<file path="config.mk">
export PLATFORM = sky130hd
export DESIGN_NAME = nvw_top
export DESIGN_NICKNAME = d
export VERILOG_FILES = /design/src/hdl/nvw_pkg.sv /design/src/hdl/nvw_fifo.sv /design/src/hdl/nvw_wiper.sv /design/src/hdl/nvw_top.sv
export VERILOG_INCLUDE_DIRS = /design/src /design/src/hdl
export SDC_FILE = /design/constraint.sdc
export NUM_CORES = 2
export LEC_CHECK = 0
export BUFFER_PORTS_ARGS = -buffer_cell sky130_fd_sc_hd__buf_2
export CORE_ASPECT_RATIO = 0.6
export CORE_MARGIN = 5
export CORE_UTILIZATION = 50
export CTS_BUF_LIST = sky130_fd_sc_hd__clkbuf_8
export DETAILED_ROUTE_END_ITERATION = 8
export PLACE_DENSITY = 0.65
export SLEW_MARGIN = 30
export SYNTH_ARGS = -nofsm -noshare
export SYNTH_HDL_FRONTEND = slang
export SYNTH_SLANG_ARGS = --single-unit
</file>
<file path="constraint.sdc">
create_clock -name ref_clk_in -period 20.4 [get_ports ref_clk_in]
set_clock_uncertainty 0.15 [all_clocks]
set_input_delay 1.02 -clock ref_clk_in [delete_from_list [all_inputs] [get_ports ref_clk_in]]
set_output_delay 1.02 -clock ref_clk_in [all_outputs]
set_load 0.01 [all_outputs]
</file>
<file path="src/hdl/nvw_cfg.svh">
// constants for the nonvolatile wiper access block
// Overview of operation
// Master writes START, address with write bit, location, data, STOP.
// A written value reaches the wiper once its data byte is acknowledged.
// Nonvolatile commit of written bytes starts only after the STOP.
// Repeated START after a write skips the nonvolatile cycle and delay.
// A write burst fills one 8-location page, address advancing per byte.
// Bursts over eight bytes keep only the final eight bytes; the code NACKs data bytes past the 16th (buffer full).
// Page write address wraps to the page start, never the next page.
// Own slave address is not acknowledged during the nonvolatile cycle.
// Master polls the address or waits the write time after a write.
// Reads return data at the internal address counter.
// Single read: START, address with read bit, byte, NACK, STOP.
// Master acks wanted bytes, NACKs the last; device keeps supplying bytes.
// Read address counter increments per byte, wrapping FFh to 00h.
// Random read: dummy write of location, repeated START, then read.
// Update off: initial value at power-up, then location 00h sets wiper.
// Auto update: each conversion picks an index, unsigned output to wiper.
// Auto update with adder: signed output plus initial value to wiper.
// Manual wiper, no adder: write to 09h loads wiper directly.
// Manual wiper with adder: write to 09h loads output plus initial value.
// Index override: write to 08h picks entry, unsigned output to wiper.
// Index override with adder: entry plus initial value goes to wiper.
// Foreign slave address: ignore the bus until the next START.
// First byte after a write address loads the address counter.
// Table entries unsigned 8-bit without adder, signed 7-bit with it.
// Signed sum is clamped to 0..127 rather than wrapping.
// Busy flag held for a counted nonvolatile cycle, gates address ack.
`ifndef NVW_CFG_SVH
`define NVW_CFG_SVH

`define NVW_ADDR_BASE       5'h0A
`define NVW_LOC_WIPER_DIR   8'h00
`define NVW_LOC_INDEX       8'h08
`define NVW_LOC_WIPER       8'h09
`define NVW_LOC_TABLE       8'h80
`define NVW_WIPER_RESET     7'h00
`define NVW_WIPER_MAX       7'h7F
`define NVW_FIFO_WIDTH      16
`define NVW_FIFO_DEPTH      16
`define NVW_CLK_PERIOD_NS   4
`define NVW_NV_WRITE_TIME_US 10
`define NVW_NV_WRITE_CYC    ((`NVW_NV_WRITE_TIME_US * 1000 + \
    `NVW_CLK_PERIOD_NS - 1) / `NVW_CLK_PERIOD_NS)

`endif

</file>
<file path="src/hdl/nvw_pkg.sv">
// types shared by the nonvolatile wiper access block
package nvw_pkg;
    typedef enum logic [2:0] {
        ST_IDLE = 3'b000,
        ST_DEV  = 3'b001,
        ST_WR   = 3'b010,
        ST_ACK  = 3'b011,
        ST_RD   = 3'b100,
        ST_MACK = 3'b101
    } nvw_state_e;
    typedef logic [7:0] nvw_byte_t;
endpackage

</file>
<file path="src/hdl/nvw_fifo.sv">
// buffer between accepted write bytes and the nonvolatile commit port
`timescale 1ns/1ps
module nvw_fifo #(
    parameter int WIDTH = 16,
    parameter int DEPTH = 16
) (
    input  wire logic             clk_in,
    input  wire logic             resetn_in,
    input  wire logic             flush_in,
    input  wire logic             in_valid_in,
    output logic                  in_ready_out,
    input  wire logic [WIDTH-1:0] in_data_in,
    output logic                  out_valid_out,
    input  wire logic             out_ready_in,
    output logic [WIDTH-1:0]      out_data_out
);
    localparam int AW = $clog2(DEPTH);

    logic [WIDTH-1:0] mem_q [DEPTH];
    logic [AW-1:0]    wp_q;
    logic [AW-1:0]    rp_q;
    logic [AW:0]      cnt_q;
    logic             push;
    logic             pop;

    // honest full and empty from the fill count
    assign in_ready_out  = (cnt_q != (AW+1)'(DEPTH));
    assign out_valid_out = (cnt_q != '0);
    assign out_data_out  = mem_q[rp_q];
    assign push = in_valid_in & in_ready_out;
    assign pop  = out_valid_out & out_ready_in;

    // storage
    always_ff @(posedge clk_in)
    begin
        if (push)
            mem_q[wp_q] <= in_data_in;
    end

    // pointers and count, flush drops everything held
    always_ff @(posedge clk_in or negedge resetn_in)
    begin
        if (!resetn_in)
        begin
            wp_q  <= '0;
            rp_q  <= '0;
            cnt_q <= '0;
        end
        else if (flush_in)
        begin
            wp_q  <= '0;
            rp_q  <= '0;
            cnt_q <= '0;
        end
        else
        begin
            if (push)
                wp_q <= wp_q + 1'b1;
            if (pop)
                rp_q <= rp_q + 1'b1;
            cnt_q <= cnt_q + (AW+1)'(push) - (AW+1)'(pop);
        end
    end
endmodule

</file>
<file path="src/hdl/nvw_wiper.sv">
// wiper value from table output and initial value
`timescale 1ns/1ps
`include "nvw_cfg.svh"
module nvw_wiper (
    input  wire logic       adder_in,
    input  wire logic [7:0] table_output_in,
    input  wire logic [6:0] initial_wiper_value_in,
    output logic [6:0]      wiper_out
);
    logic [8:0] sum;

    // signed 7-bit entry plus initial value, clamped to range
    always_comb
    begin
        sum = {2'b00, initial_wiper_value_in}
            + {{2{table_output_in[6]}}, table_output_in[6:0]};
        if (adder_in)
        begin
            if (sum[8])
                wiper_out = 7'h00;
            else if (sum[7])
                wiper_out = `NVW_WIPER_MAX;
            else
                wiper_out = sum[6:0];
        end
        else if (table_output_in[7])
            wiper_out = `NVW_WIPER_MAX;
        else
            wiper_out = table_output_in[6:0];
    end
endmodule

</file>
<file path="src/hdl/nvw_top.sv">
// i2c slave access, page write, nonvolatile cycle and wiper control
`timescale 1ns/1ps
`include "nvw_cfg.svh"
module nvw_top #(
    parameter int NV_CYC = `NVW_NV_WRITE_CYC
) (
    input  wire logic            ref_clk_in,
    input  wire logic            resetn_in,
    input  wire logic            scl_in,
    input  wire logic            sda_in,
    output logic                 sda_out,
    output logic                 sda_oe_out,
    input  wire logic [1:0]      addr_pin_in,
    input  wire logic            update_mode_in,
    input  wire logic            adder_mode_in,
    input  wire logic            manual_wiper_in,
    input  wire logic            index_override_in,
    input  wire logic [6:0]      initial_wiper_value_in,
    input  wire logic            temp_index_valid_in,
    input  wire nvw_pkg::nvw_byte_t temp_index_in,
    output logic [6:0]           wiper_out,
    output nvw_pkg::nvw_byte_t   table_output_out,
    output logic                 nv_busy_out,
    output logic                 nv_wr_valid_out,
    output nvw_pkg::nvw_byte_t   nv_wr_addr_out,
    output nvw_pkg::nvw_byte_t   nv_wr_data_out
);
    import nvw_pkg::*;

    nvw_byte_t  mem_q [256];
    logic       scl_m_q, scl_s_q, scl_p_q;
    logic       sda_m_q, sda_s_q, sda_p_q;
    nvw_state_e st_q;
    logic [3:0] bit_q;
    nvw_byte_t  sh_q;
    nvw_byte_t  ptr_q;
    logic       rw_q;
    logic       first_q;
    logic       nack_q;
    logic       oe_q;
    logic       wrote_q;
    logic       busy_q;
    logic [15:0] cnt_q;
    logic       nv_valid_q;
    nvw_byte_t  nv_addr_q;
    nvw_byte_t  nv_data_q;
    logic [1:0] apin_m_q, apin_s_q;
    nvw_byte_t  tout_q;
    logic       apply_q;
    logic       init_q;
    logic [6:0] wiper_q;
    logic       scl_rise, scl_fall, start_ev, stop_ev;
    logic       addr_hit, wr_evt, rd_load, flush;
    logic       f_in_ready, f_out_valid, f_out_ready;
    logic [15:0] f_out_data;
    nvw_byte_t  rd_byte;
    nvw_byte_t  tbl_idx;
    logic       tbl_load;
    logic [6:0] calc;

    // advance within the current 8-location page only
    function automatic nvw_byte_t page_next(input nvw_byte_t a);
        page_next = {a[7:3], a[2:0] + 3'h1};
    endfunction

    // two-flop synchronisers plus one history stage for edge finding
    always_ff @(posedge ref_clk_in or negedge resetn_in)
    begin
        if (!resetn_in)
        begin
            scl_m_q <= 1'b1;
            scl_s_q <= 1'b1;
            scl_p_q <= 1'b1;
            sda_m_q <= 1'b1;
            sda_s_q <= 1'b1;
            sda_p_q <= 1'b1;
            apin_m_q <= 2'b00;
            apin_s_q <= 2'b00;
        end
        else
        begin
            scl_m_q <= scl_in;
            scl_s_q <= scl_m_q;
            scl_p_q <= scl_s_q;
            sda_m_q <= sda_in;
            sda_s_q <= sda_m_q;
            sda_p_q <= sda_s_q;
            apin_m_q <= addr_pin_in;                  // address pins are pins
            apin_s_q <= apin_m_q;
        end
    end

    // bus events and transfer decisions
    assign scl_rise = scl_s_q & ~scl_p_q;
    assign scl_fall = ~scl_s_q & scl_p_q;
    assign start_ev = scl_s_q & scl_p_q & sda_p_q & ~sda_s_q;
    assign stop_ev  = scl_s_q & scl_p_q & ~sda_p_q & sda_s_q;
    assign addr_hit = (sh_q[7:1] == {`NVW_ADDR_BASE, apin_s_q});
    assign wr_evt   = scl_fall & (st_q == ST_WR) & (bit_q == 4'h8)
                    & ~first_q & f_in_ready;
    assign rd_load  = scl_fall & (((st_q == ST_ACK) & rw_q)
                    | ((st_q == ST_MACK) & ~nack_q));
    assign rd_byte  = mem_q[ptr_q];
    assign flush    = start_ev & wrote_q;

    // byte engine: address, location, data and read bits
    always_ff @(posedge ref_clk_in or negedge resetn_in)
    begin
        if (!resetn_in)
        begin
            st_q    <= ST_IDLE;
            bit_q   <= 4'h0;
            sh_q    <= 8'h00;
            ptr_q   <= 8'h00;
            rw_q    <= 1'b0;
            first_q <= 1'b0;
            nack_q  <= 1'b0;
            oe_q    <= 1'b0;
        end
        else if (start_ev)
        begin
            st_q  <= ST_DEV;
            bit_q <= 4'h0;
            oe_q  <= 1'b0;
        end
        else if (stop_ev)
        begin
            st_q <= ST_IDLE;
            oe_q <= 1'b0;
        end
        else if (scl_rise)
        begin
            if ((st_q == ST_DEV || st_q == ST_WR) && bit_q != 4'h8)
            begin
                sh_q  <= {sh_q[6:0], sda_s_q};
                bit_q <= bit_q + 4'h1;
            end
            if (st_q == ST_MACK)
                nack_q <= sda_s_q;
        end
        else if (scl_fall)
        begin
            unique case (st_q)
                ST_IDLE: ;
                ST_DEV:
                    if (bit_q == 4'h8)
                    begin
                        if (addr_hit && !busy_q)
                        begin
                            oe_q    <= 1'b1;
                            rw_q    <= sh_q[0];
                            first_q <= 1'b1;
                            st_q    <= ST_ACK;
                        end
                        else
                            st_q <= ST_IDLE;
                    end
                ST_WR:
                    if (bit_q == 4'h8)
                    begin
                        if (first_q)
                        begin
                            ptr_q   <= sh_q;
                            first_q <= 1'b0;
                            oe_q    <= 1'b1;
                            st_q    <= ST_ACK;
                        end
                        else if (f_in_ready)
                        begin
                            ptr_q <= page_next(ptr_q);
                            oe_q  <= 1'b1;
                            st_q  <= ST_ACK;
                        end
                        else
                            st_q <= ST_IDLE;          // buffer full: nack
                    end
                ST_ACK:
                    if (!rw_q)
                    begin
                        oe_q  <= 1'b0;
                        bit_q <= 4'h0;
                        st_q  <= ST_WR;
                    end
                ST_RD:
                    if (bit_q == 4'h8)
                    begin
                        oe_q <= 1'b0;
                        st_q <= ST_MACK;
                    end
                    else
                    begin
                        oe_q  <= ~sh_q[7];
                        sh_q  <= {sh_q[6:0], 1'b0};
                        bit_q <= bit_q + 4'h1;
                    end
                ST_MACK:
                    if (nack_q)
                        st_q <= ST_IDLE;
                default:
                    st_q <= ST_IDLE;
            endcase
            // first bit of the next read byte goes out on this fall
            if (rd_load)
            begin
                oe_q  <= ~rd_byte[7];
                sh_q  <= {rd_byte[6:0], 1'b0};
                bit_q <= 4'h1;
                ptr_q <= ptr_q + 8'h01;
                st_q  <= ST_RD;
            end
        end
    end

    // volatile store: data lands at once, last write per location wins
    always_ff @(posedge ref_clk_in)
    begin
        if (wr_evt)
            mem_q[ptr_q] <= sh_q;
    end

    // write tracking and the counted nonvolatile cycle
    always_ff @(posedge ref_clk_in or negedge resetn_in)
    begin
        if (!resetn_in)
        begin
            wrote_q <= 1'b0;
            busy_q  <= 1'b0;
            cnt_q   <= 16'h0000;
        end
        else
        begin
            if (wr_evt)
                wrote_q <= 1'b1;
            else if (start_ev || stop_ev)
                wrote_q <= 1'b0;
            if (stop_ev && wrote_q)
            begin
                busy_q <= 1'b1;
                cnt_q  <= NV_CYC[15:0];
            end
            else if (busy_q)
            begin
                if (cnt_q != 16'h0000)
                    cnt_q <= cnt_q - 16'h0001;
                else if (!f_out_valid)
                    busy_q <= 1'b0;
            end
        end
    end

    // commit port drains the buffer only while the cycle runs
    assign f_out_ready = busy_q;
    always_ff @(posedge ref_clk_in or negedge resetn_in)
    begin
        if (!resetn_in)
        begin
            nv_valid_q <= 1'b0;
            nv_addr_q  <= 8'h00;
            nv_data_q  <= 8'h00;
        end
        else
        begin
            nv_valid_q <= busy_q & f_out_valid;
            nv_addr_q  <= f_out_data[15:8];
            nv_data_q  <= f_out_data[7:0];
        end
    end

    nvw_fifo #(
        .WIDTH (`NVW_FIFO_WIDTH),
        .DEPTH (`NVW_FIFO_DEPTH)
    ) i_nvw_fifo (
        .clk_in        (ref_clk_in),
        .resetn_in     (resetn_in),
        .flush_in      (flush),
        .in_valid_in   (wr_evt),
        .in_ready_out  (f_in_ready),
        .in_data_in    ({ptr_q, sh_q}),
        .out_valid_out (f_out_valid),
        .out_ready_in  (f_out_ready),
        .out_data_out  (f_out_data)
    );

    // table index selection: conversion or host override
    assign tbl_load = update_mode_in & ~manual_wiper_in
        & (index_override_in
            ? (wr_evt & (ptr_q == `NVW_LOC_INDEX))
            : temp_index_valid_in);
    assign tbl_idx = index_override_in ? sh_q : temp_index_in;

    // table output register and the apply strobe behind it
    always_ff @(posedge ref_clk_in or negedge resetn_in)
    begin
        if (!resetn_in)
        begin
            tout_q  <= 8'h00;
            apply_q <= 1'b0;
        end
        else
        begin
            apply_q <= tbl_load;
            if (tbl_load)
            begin
                tout_q <= mem_q[`NVW_LOC_TABLE + tbl_idx];
            end
        end
    end

    nvw_wiper i_nvw_wiper (
        .adder_in               (adder_mode_in),
        .table_output_in        (tout_q),
        .initial_wiper_value_in (initial_wiper_value_in),
        .wiper_out              (calc)
    );

    // wiper position
    always_ff @(posedge ref_clk_in or negedge resetn_in)
    begin
        if (!resetn_in)
        begin
            init_q  <= 1'b1;
            wiper_q <= `NVW_WIPER_RESET;
        end
        else
        begin
            init_q <= 1'b0;
            if (init_q)
                wiper_q <= initial_wiper_value_in;
            else if (!update_mode_in && wr_evt
                     && ptr_q == `NVW_LOC_WIPER_DIR)
                wiper_q <= sh_q[6:0];
            else if (update_mode_in && manual_wiper_in && wr_evt
                     && ptr_q == `NVW_LOC_WIPER)
                wiper_q <= adder_mode_in ? calc
                                         : sh_q[6:0];
            else if (apply_q)
                wiper_q <= calc;
        end
    end

    // outputs
    assign sda_out          = 1'b0;
    assign sda_oe_out       = oe_q;
    assign wiper_out        = wiper_q;
    assign table_output_out = tout_q;
    assign nv_busy_out      = busy_q;
    assign nv_wr_valid_out  = nv_valid_q;
    assign nv_wr_addr_out   = nv_addr_q;
    assign nv_wr_data_out   = nv_data_q;
endmodule

</file>
# ---- Yosys cells after proc, flatten, opt, wreduce, memory -nomap -nowiden
# Memory sizes are Yosys's and may differ from the RTL's. A register that Yosys moved wholly into a read port is not among the register bits.
# Index checks and enable logic that the tools add are counted.
dict set report totals {
  out_inout_bits 35
  wordCells 224
  regBits 78
  ramBits 2304
  mem_count 2
}
# name depth width rd rd_clocked_by_memory_dff write_ports line
set memory_table {}
lappend memory_table {mem_q 256 8 2 1 1 nvw_top.sv:30} ;# nvw_byte_t mem_q [256];
lappend memory_table {i_nvw_fifo.mem_q 16 16 1 1 1 nvw_fifo.sv:19} ;# logic [WIDTH-1:0] mem_q [DEPTH];
dict set report classes {
  n_bitwise 33
  add_sub_neg 10
  reduce_logical 45
  eq_ne 29
  n_mux 78
}
# cell count
set op_table {}
lappend op_table {{8-bit two-way mux} 11}
lappend op_table {{7-bit two-way mux} 9}
lappend op_table {{16-bit two-way mux} 3}
lappend op_table {{4-bit two-way mux} 12}
lappend op_table {{5-bit != test, second input constant} 7}
lappend op_table {{3-bit two-way mux} 11}
lappend op_table {{1-bit two-way mux} 24}
lappend op_table {{8-bit AND reduction} 3}
lappend op_table {{7-bit AND reduction} 3}
lappend op_table {{1-bit AND} 20}
lappend op_table {{2-bit nonzero test} 10}
lappend op_table {{3-bit case mux with 6 select lines} 1}
lappend op_table {{8-bit by 4-bit == test with 1-bit output, second input constant} 2}
lappend op_table {{16-bit nonzero test} 1}
lappend op_table {{16-bit by 1-bit subtractor with 16-bit output, second input constant} 1}
lappend op_table {{4-bit by 1-bit adder with 4-bit output, second input constant} 3}
lappend op_table {{1-bit NOT} 12}
lappend op_table {{6-bit AND reduction} 2}
lappend op_table {{3-bit nonzero test} 4}
lappend op_table {{5-bit by 4-bit != test with 1-bit output, second input constant} 2}
lappend op_table {{5-bit nonzero test} 2}
lappend op_table {{8-bit by 7-bit adder with 9-bit output} 1}
lappend op_table {{8-bit by 1-bit adder with 8-bit output, second input constant} 1}
lappend op_table {{8-bit adder, first input constant} 1}
lappend op_table {{29 further kinds} 49}

# ---- Depth between registers and ports, before layout
dict set report logic_depth {
  depth_word 11
  depth_mapped 15
  ltp_nobuf 12
}

# ---- Cells and area by module
# Synthesis repeated with hierarchy kept, for this count alone.
dict set report hier_totals {
  hier_cells 6595
  hier_area_um2 112128.8
}
# module n_inst cells_each area_per_inst_um2 seq_area_each_um2
set by_module_without_submodules {}
lappend by_module_without_submodules {nvw_top 1 5947 100566.5 63734.9}
lappend by_module_without_submodules {nvw_fifo 1 567 10983.0 8012.7}
lappend by_module_without_submodules {nvw_wiper 1 81 579.3 0.0}

# ---- Worst setup path before layout
# Ideal clock, no wire load.
dict set report synth_path {
  path_type {flip-flop to flip-flop}
  from {reg sh_q[0]}
  to {reg tout_q[1] (netlist: table_output_out[1]), read port of mem_q}
  t_required_ns 20.130
  arrival_ns 6.142
  slack_ns 13.987
  setup_time_ns 0.120
  path_stages_with_launch 14
  cell_sequence {dfrtp_1 > buf_2 > mux2_2 > buf_2 > buf_4 > buf_2 > buf_2 > buf_2 > nand3_1 > a311oi_1 > nor3_1 > o311ai_0 > nand4_1 > o211a_1}
}
dict set report synth_via {
  elab_chain_len 2
}
# item line
set synth_lines {}
lappend synth_lines {{from (decl)} nvw_top.sv:35} ;# nvw_byte_t sh_q;
lappend synth_lines {{from (signal assigned)} nvw_top.sv:135} ;# sh_q <= {sh_q[6:0], sda_s_q};
lappend synth_lines {{from (signal assigned)} nvw_top.sv:193} ;# sh_q <= {sh_q[6:0], 1'b0};
lappend synth_lines {{from (signal assigned)} nvw_top.sv:206} ;# sh_q <= {rd_byte[6:0], 1'b0};
lappend synth_lines {{8-bit two-way mux} nvw_top.sv:289} ;# assign tbl_idx = index_override_in ? sh_q : temp_index_in;
lappend synth_lines {{8-bit adder (no source line)} -}
lappend synth_lines {{to (decl)} nvw_top.sv:48} ;# nvw_byte_t tout_q;
# Every way passes these cells.
# A chain may end at the register's enable or synchronous reset.

# ---- Worst setup path in the final report
dict set report layout_path {
  from {reg ptr_q[0]}
  to {reg oe_q (netlist: sda_oe_out)}
}
dict set report layout_via {
  elab_chain_len 7
}
# item line
set layout_lines {}
lappend layout_lines {{from (decl)} nvw_top.sv:36} ;# nvw_byte_t ptr_q;
lappend layout_lines {{from (signal assigned)} nvw_top.sv:163} ;# ptr_q <= sh_q;
lappend layout_lines {{from (signal assigned)} nvw_top.sv:170} ;# ptr_q <= page_next(ptr_q);
lappend layout_lines {{from (signal assigned)} nvw_top.sv:208} ;# ptr_q <= ptr_q + 8'h01;
lappend layout_lines {{memory 256 x 8 bit} -}
lappend layout_lines {{1-bit NOT} nvw_top.sv:205} ;# oe_q <= ~rd_byte[7];
lappend layout_lines {{1-bit two-way mux} nvw_top.sv:203} ;# if (rd_load)
lappend layout_lines {{1-bit two-way mux} nvw_top.sv:141} ;# else if (scl_fall)
lappend layout_lines {{1-bit two-way mux} nvw_top.sv:131} ;# else if (scl_rise)
lappend layout_lines {{1-bit two-way mux} nvw_top.sv:126} ;# else if (stop_ev)
lappend layout_lines {{1-bit two-way mux} nvw_top.sv:120} ;# else if (start_ev)
lappend layout_lines {{to (signal assigned)} nvw_top.sv:192} ;# oe_q <= ~sh_q[7];
lappend layout_lines {{to (signal assigned)} nvw_top.sv:205}
lappend layout_lines {{to (decl)} nvw_top.sv:40} ;# logic oe_q;
# Every way passes these cells. The select of a mux whose other input is x is not followed.

==> results.tsv <==
stage	metric	value	unit
finish	Area Overhead vs Synth	9.41	%
placement	RD Place Congestion	0.973	
synthesis	sequential fraction of the synthesis area	0.639	
route	Avg Vias per Cell	6.97	
finish	share of cells above drive strength 1	0.224	
synthesis	Syn. warnings	0	
run_status	status	finished, final reports clean	
grt	initial antenna violation count	18	
timing	fin crit share	0.324	
worst_setup_path	CP startpoint kind	flip-flop	
timing	Achievable Freq	151	MHz
worst_hold_path	Min-Delay Path Class	reg2reg	
clock_network	H-tree depth	5	
power	Cell Pwr Density	96.0	nW/um^2
worst_setup_path	Worst setup EP type	flip-flop	
route	Pre-Repair DR Iteration Count	9	
worst_setup_path	WP data required	21.14	ns
route	DRC Markers	0	
timing	setup TNS	0	ns
clock_network	latest clock arrival within the worst-skew pair	0.98	ns
timing	max-slew violations	0	
clock_network	clock root cell	clkbuf_8	
clock_network	Post-CTS Setup Bufs	0	
grt	Overall Global Routing Usage	0.320	
worst_hold_path	Hold Startpoint	sda_m_q	
timing	Max transition margin	0.228	
route	Final ANT Viol Nets	0	
timing	Tmin final	6.61	ns
worst_setup_path	worst path arrival time	7.35	ns
finish	most common cell after layout, fill and taps aside	edfxtp_1	
clock_network	Clock transition at path regs	0.07	ns
die	Starting Density	0.504	
clock_network	total CTS buffers	346	
synthesis	Syn Area/Cell	15.1	um^2
timing	final setup vio count	0	
clock_network	TritonCTS Sinks	2406	
clock_network	CTS tree	done	
die	Die ar.	234000	um^2
grt	largest net degree at the start of global routing	146	
worst_hold_path	WHS Endpoint	sda_s_q	
route	via count	75061	
grt	first-pass GRT wire length	538	mm
synthesis	Yosys reg bits	2406	
timing	unrepaired setup endpoints after global routing	no	
placement	port bufs	59	
worst_setup_path	crit path max fanout	89	
run	# Max-Cap Violations	0	
power	LEAKAGE	38.5	nW
synthesis	Netlist cell types	74	
worst_setup_path	crit-path cells	buf_4 > buf_12 > buf_12 > mux4_2 > mux4_2 > a31oi_1 > nand3_1 > or4_1 > o21ai_1 > mux2_1	
grt	GRT Residual Overflow	0	
die	die height	377	um
worst_setup_path	reg2reg end	sda_oe_out	
placement	placed cell area	116000	um^2
worst_hold_path	Hold Path Stages	0	
synthesis	Main synth FF type	edfxtp_1	
synthesis	synthesized area	112000	um^2
worst_setup_path	r2r startpoint	ptr_q[0]	
finish	nets	7545	
finish	final instance area	123000	um^2
clock_network	clock buffer depth	4	
power	Max VDD drop	0.000113	V
worst_setup_path	Crit path largest cell delay	0.93	ns
worst_setup_path	R2R cell count	10	
clock_network	CTS resizes	0	
placement	Post-DP HPWL	234	mm
worst_setup_path	internal reg-to-reg setup slack	13.79	ns
worst_setup_path	crit path launch	ptr_q[0]	
die	num rows	134	
worst_setup_path	critical path's slowest cell	dfrtp_4	
finish	most frequent cells in the layout	2304 x edfxtp_1, 1199 x nand2_1, 793 x mux4_2, 452 x nand3_1, 366 x clkbuf_8	
synthesis	Post-synth EDFFs	2304	
worst_setup_path	crit path kind	reg2reg	
die	I/O pins	61	
die	core area	223000	um^2
timing	worst-margin pin slew	1.15	ns
grt	vias in the first global route	71320	
route	Iteration-0 DRC Markers	12878	
synthesis	cell count after synthesis	7447	
route	routed wire length	383	mm
route	Avg WL per Cell	35.6	um
timing	Final Hold Viols	0	
synthesis	FFs w/ async S/R, synth	0.0424	
die	Die X	622	um
clock_network	CTS hold repair buffers	4	
[layout make-up]
cell class / instances / area, um^2
antenna: 18 / 45.0
timing repair buffer: 262 / 2150
inverter: 33 / 124
clock buffer: 366 / 5040
multi-input combinational: 4439 / 38700
fill: 17375 / 100000
sequential: 2406 / 71800
tap: 2992 / 3740
clock inverter: 249 / 1250
[metrics by stage]
| step | setup WS, ns | instances | hold WS (ns) | power [mW] | utilization |
|---|---|---|---|---|---|
| 5_1_grt | 13.62 | 10752 | 0.152 | 12.1 | 0.551 |
| 3_5_place_dp | 13.36 | 10125 | 0.186 | 8.09 | 0.522 |
| 2_1_floorplan | 13.99 | 7448 | 0.181 | 7.20 | - |
| 6_report | 13.79 | 10765 | 0.161 | 11.8 | 0.551 |
| 4_1_cts | 14.02 | 10744 | 0.0310 | 11.7 | 0.550 |
| 3_3_place_gp | 12.79 | 10118 | 0.191 | 8.03 | 0.520 |
[critical path: cells and delay by family (launching register included)]
kind                   cells  cell delay [ns]
flip-flops                 1             0.93
AO/OA/AOI/OAI              2             0.80
AND/OR/NAND/NOR            2             1.12
multiplexers               3             1.35
buffers and inverters      3             1.77
[cells in the mapped netlist, types with 7 or more instances]
cell / count / area share
a2111oi_0: 27 / 0.0021
mux2i_1: 356 / 0.032
mux4_2: 793 / 0.16
clkbuf_1: 326 / 0.011
or4_1: 13 / 0.00087
and2_1: 15 / 0.00084
nand2_1: 1213 / 0.041
buf_2: 126 / 0.0056
a311oi_1: 27 / 0.0021
nand4_1: 35 / 0.0019
o31ai_1: 25 / 0.0017
nand2b_1: 32 / 0.0018
buf_1: 78 / 0.0026
o21ai_0: 85 / 0.0038
o41ai_1: 16 / 0.0012
nand3_1: 454 / 0.020
xor2_1: 19 / 0.0015
nor2_1: 356 / 0.012
o221ai_1: 87 / 0.0068
nor2b_1: 30 / 0.0017
o22ai_1: 78 / 0.0043
nor3_1: 83 / 0.0037
a21o_1: 9 / 0.00060
a21oi_1: 368 / 0.016
o211ai_1: 11 / 0.00074
inv_1: 32 / 0.0011
and3_1: 16 / 0.00089
a31oi_1: 49 / 0.0027
edfxtp_1: 2304 / 0.62
a22oi_1: 22 / 0.0015
buf_6: 22 / 0.0022
buf_4: 18 / 0.0012
dfrtp_1: 95 / 0.021
mux2_2: 14 / 0.0014
o221a_2: 10 / 0.0010
ha_1: 29 / 0.0032
xnor2_1: 11 / 0.00086
nor4_1: 61 / 0.0034
a211oi_1: 12 / 0.00080
dfstp_2: 7 / 0.0016
[flip-flops by register name, summed over array words and instances (netlist names), 2 cells and up]
signal,cells
wiper_out,7
ptr_q,8
bit_q,4
mem_q,2048
i_nvw_fifo.mem_q,256
i_nvw_fifo.wp_q,4
apin_m_q,2
i_nvw_fifo.cnt_q,5
nv_wr_data_out,8
st_q,3
cnt_q,16
table_output_out,8
apin_s_q,2
i_nvw_fifo.rp_q,4
nv_wr_addr_out,8
sh_q,8
[power breakdown]
part,switching (mW),internal (mW)
Clock,1.93,1.77
Sequential,0.122,5.81
Combinational,1.66,0.516
Total,3.70,8.10
[worst max path at each step]
stage,to
after floorplan,table_output_out[1]
after global placement,table_output_out[0]
after global routing,sda_oe_out
final,sda_oe_out
after CTS,sda_oe_out
after detailed placement,table_output_out[3]
[cell families (layout without fill, tap and decap cells)]
| group | Yosys count | count (layout) | share of synthesized area |
|---|---|---|---|
| compound gates | 878 | 878 | 0.0497 |
| mux | 1164 | 1164 | 0.192 |
| flops | 2406 | 2406 | 0.639 |
| fa+ha+maj | 31 | 31 | 0.00359 |
| other cells | 1 | 20 | 0.0000334 |
| xor+xnor | 30 | 30 | 0.00234 |
| buf+inv | 603 | 910 | 0.0236 |
| simple gates | 2334 | 2334 | 0.0896 |
[layer usage]
| layer | share of wire | global-route usage | wire length, um | up-vias |
|---|---|---|---|---|
| li1 | - | - | - | 29619 |
| met1 | 0.38 | 0.455 | 144000 | 37967 |
| met2 | 0.40 | 0.422 | 154000 | 6439 |
| met3 | 0.18 | 0.154 | 68600 | 1020 |
| met4 | 0.043 | 0.121 | 16500 | 16 |
| met5 | 0.0018 | 0.0167 | 687 | - |
Power figures use the tool's default switching activity.
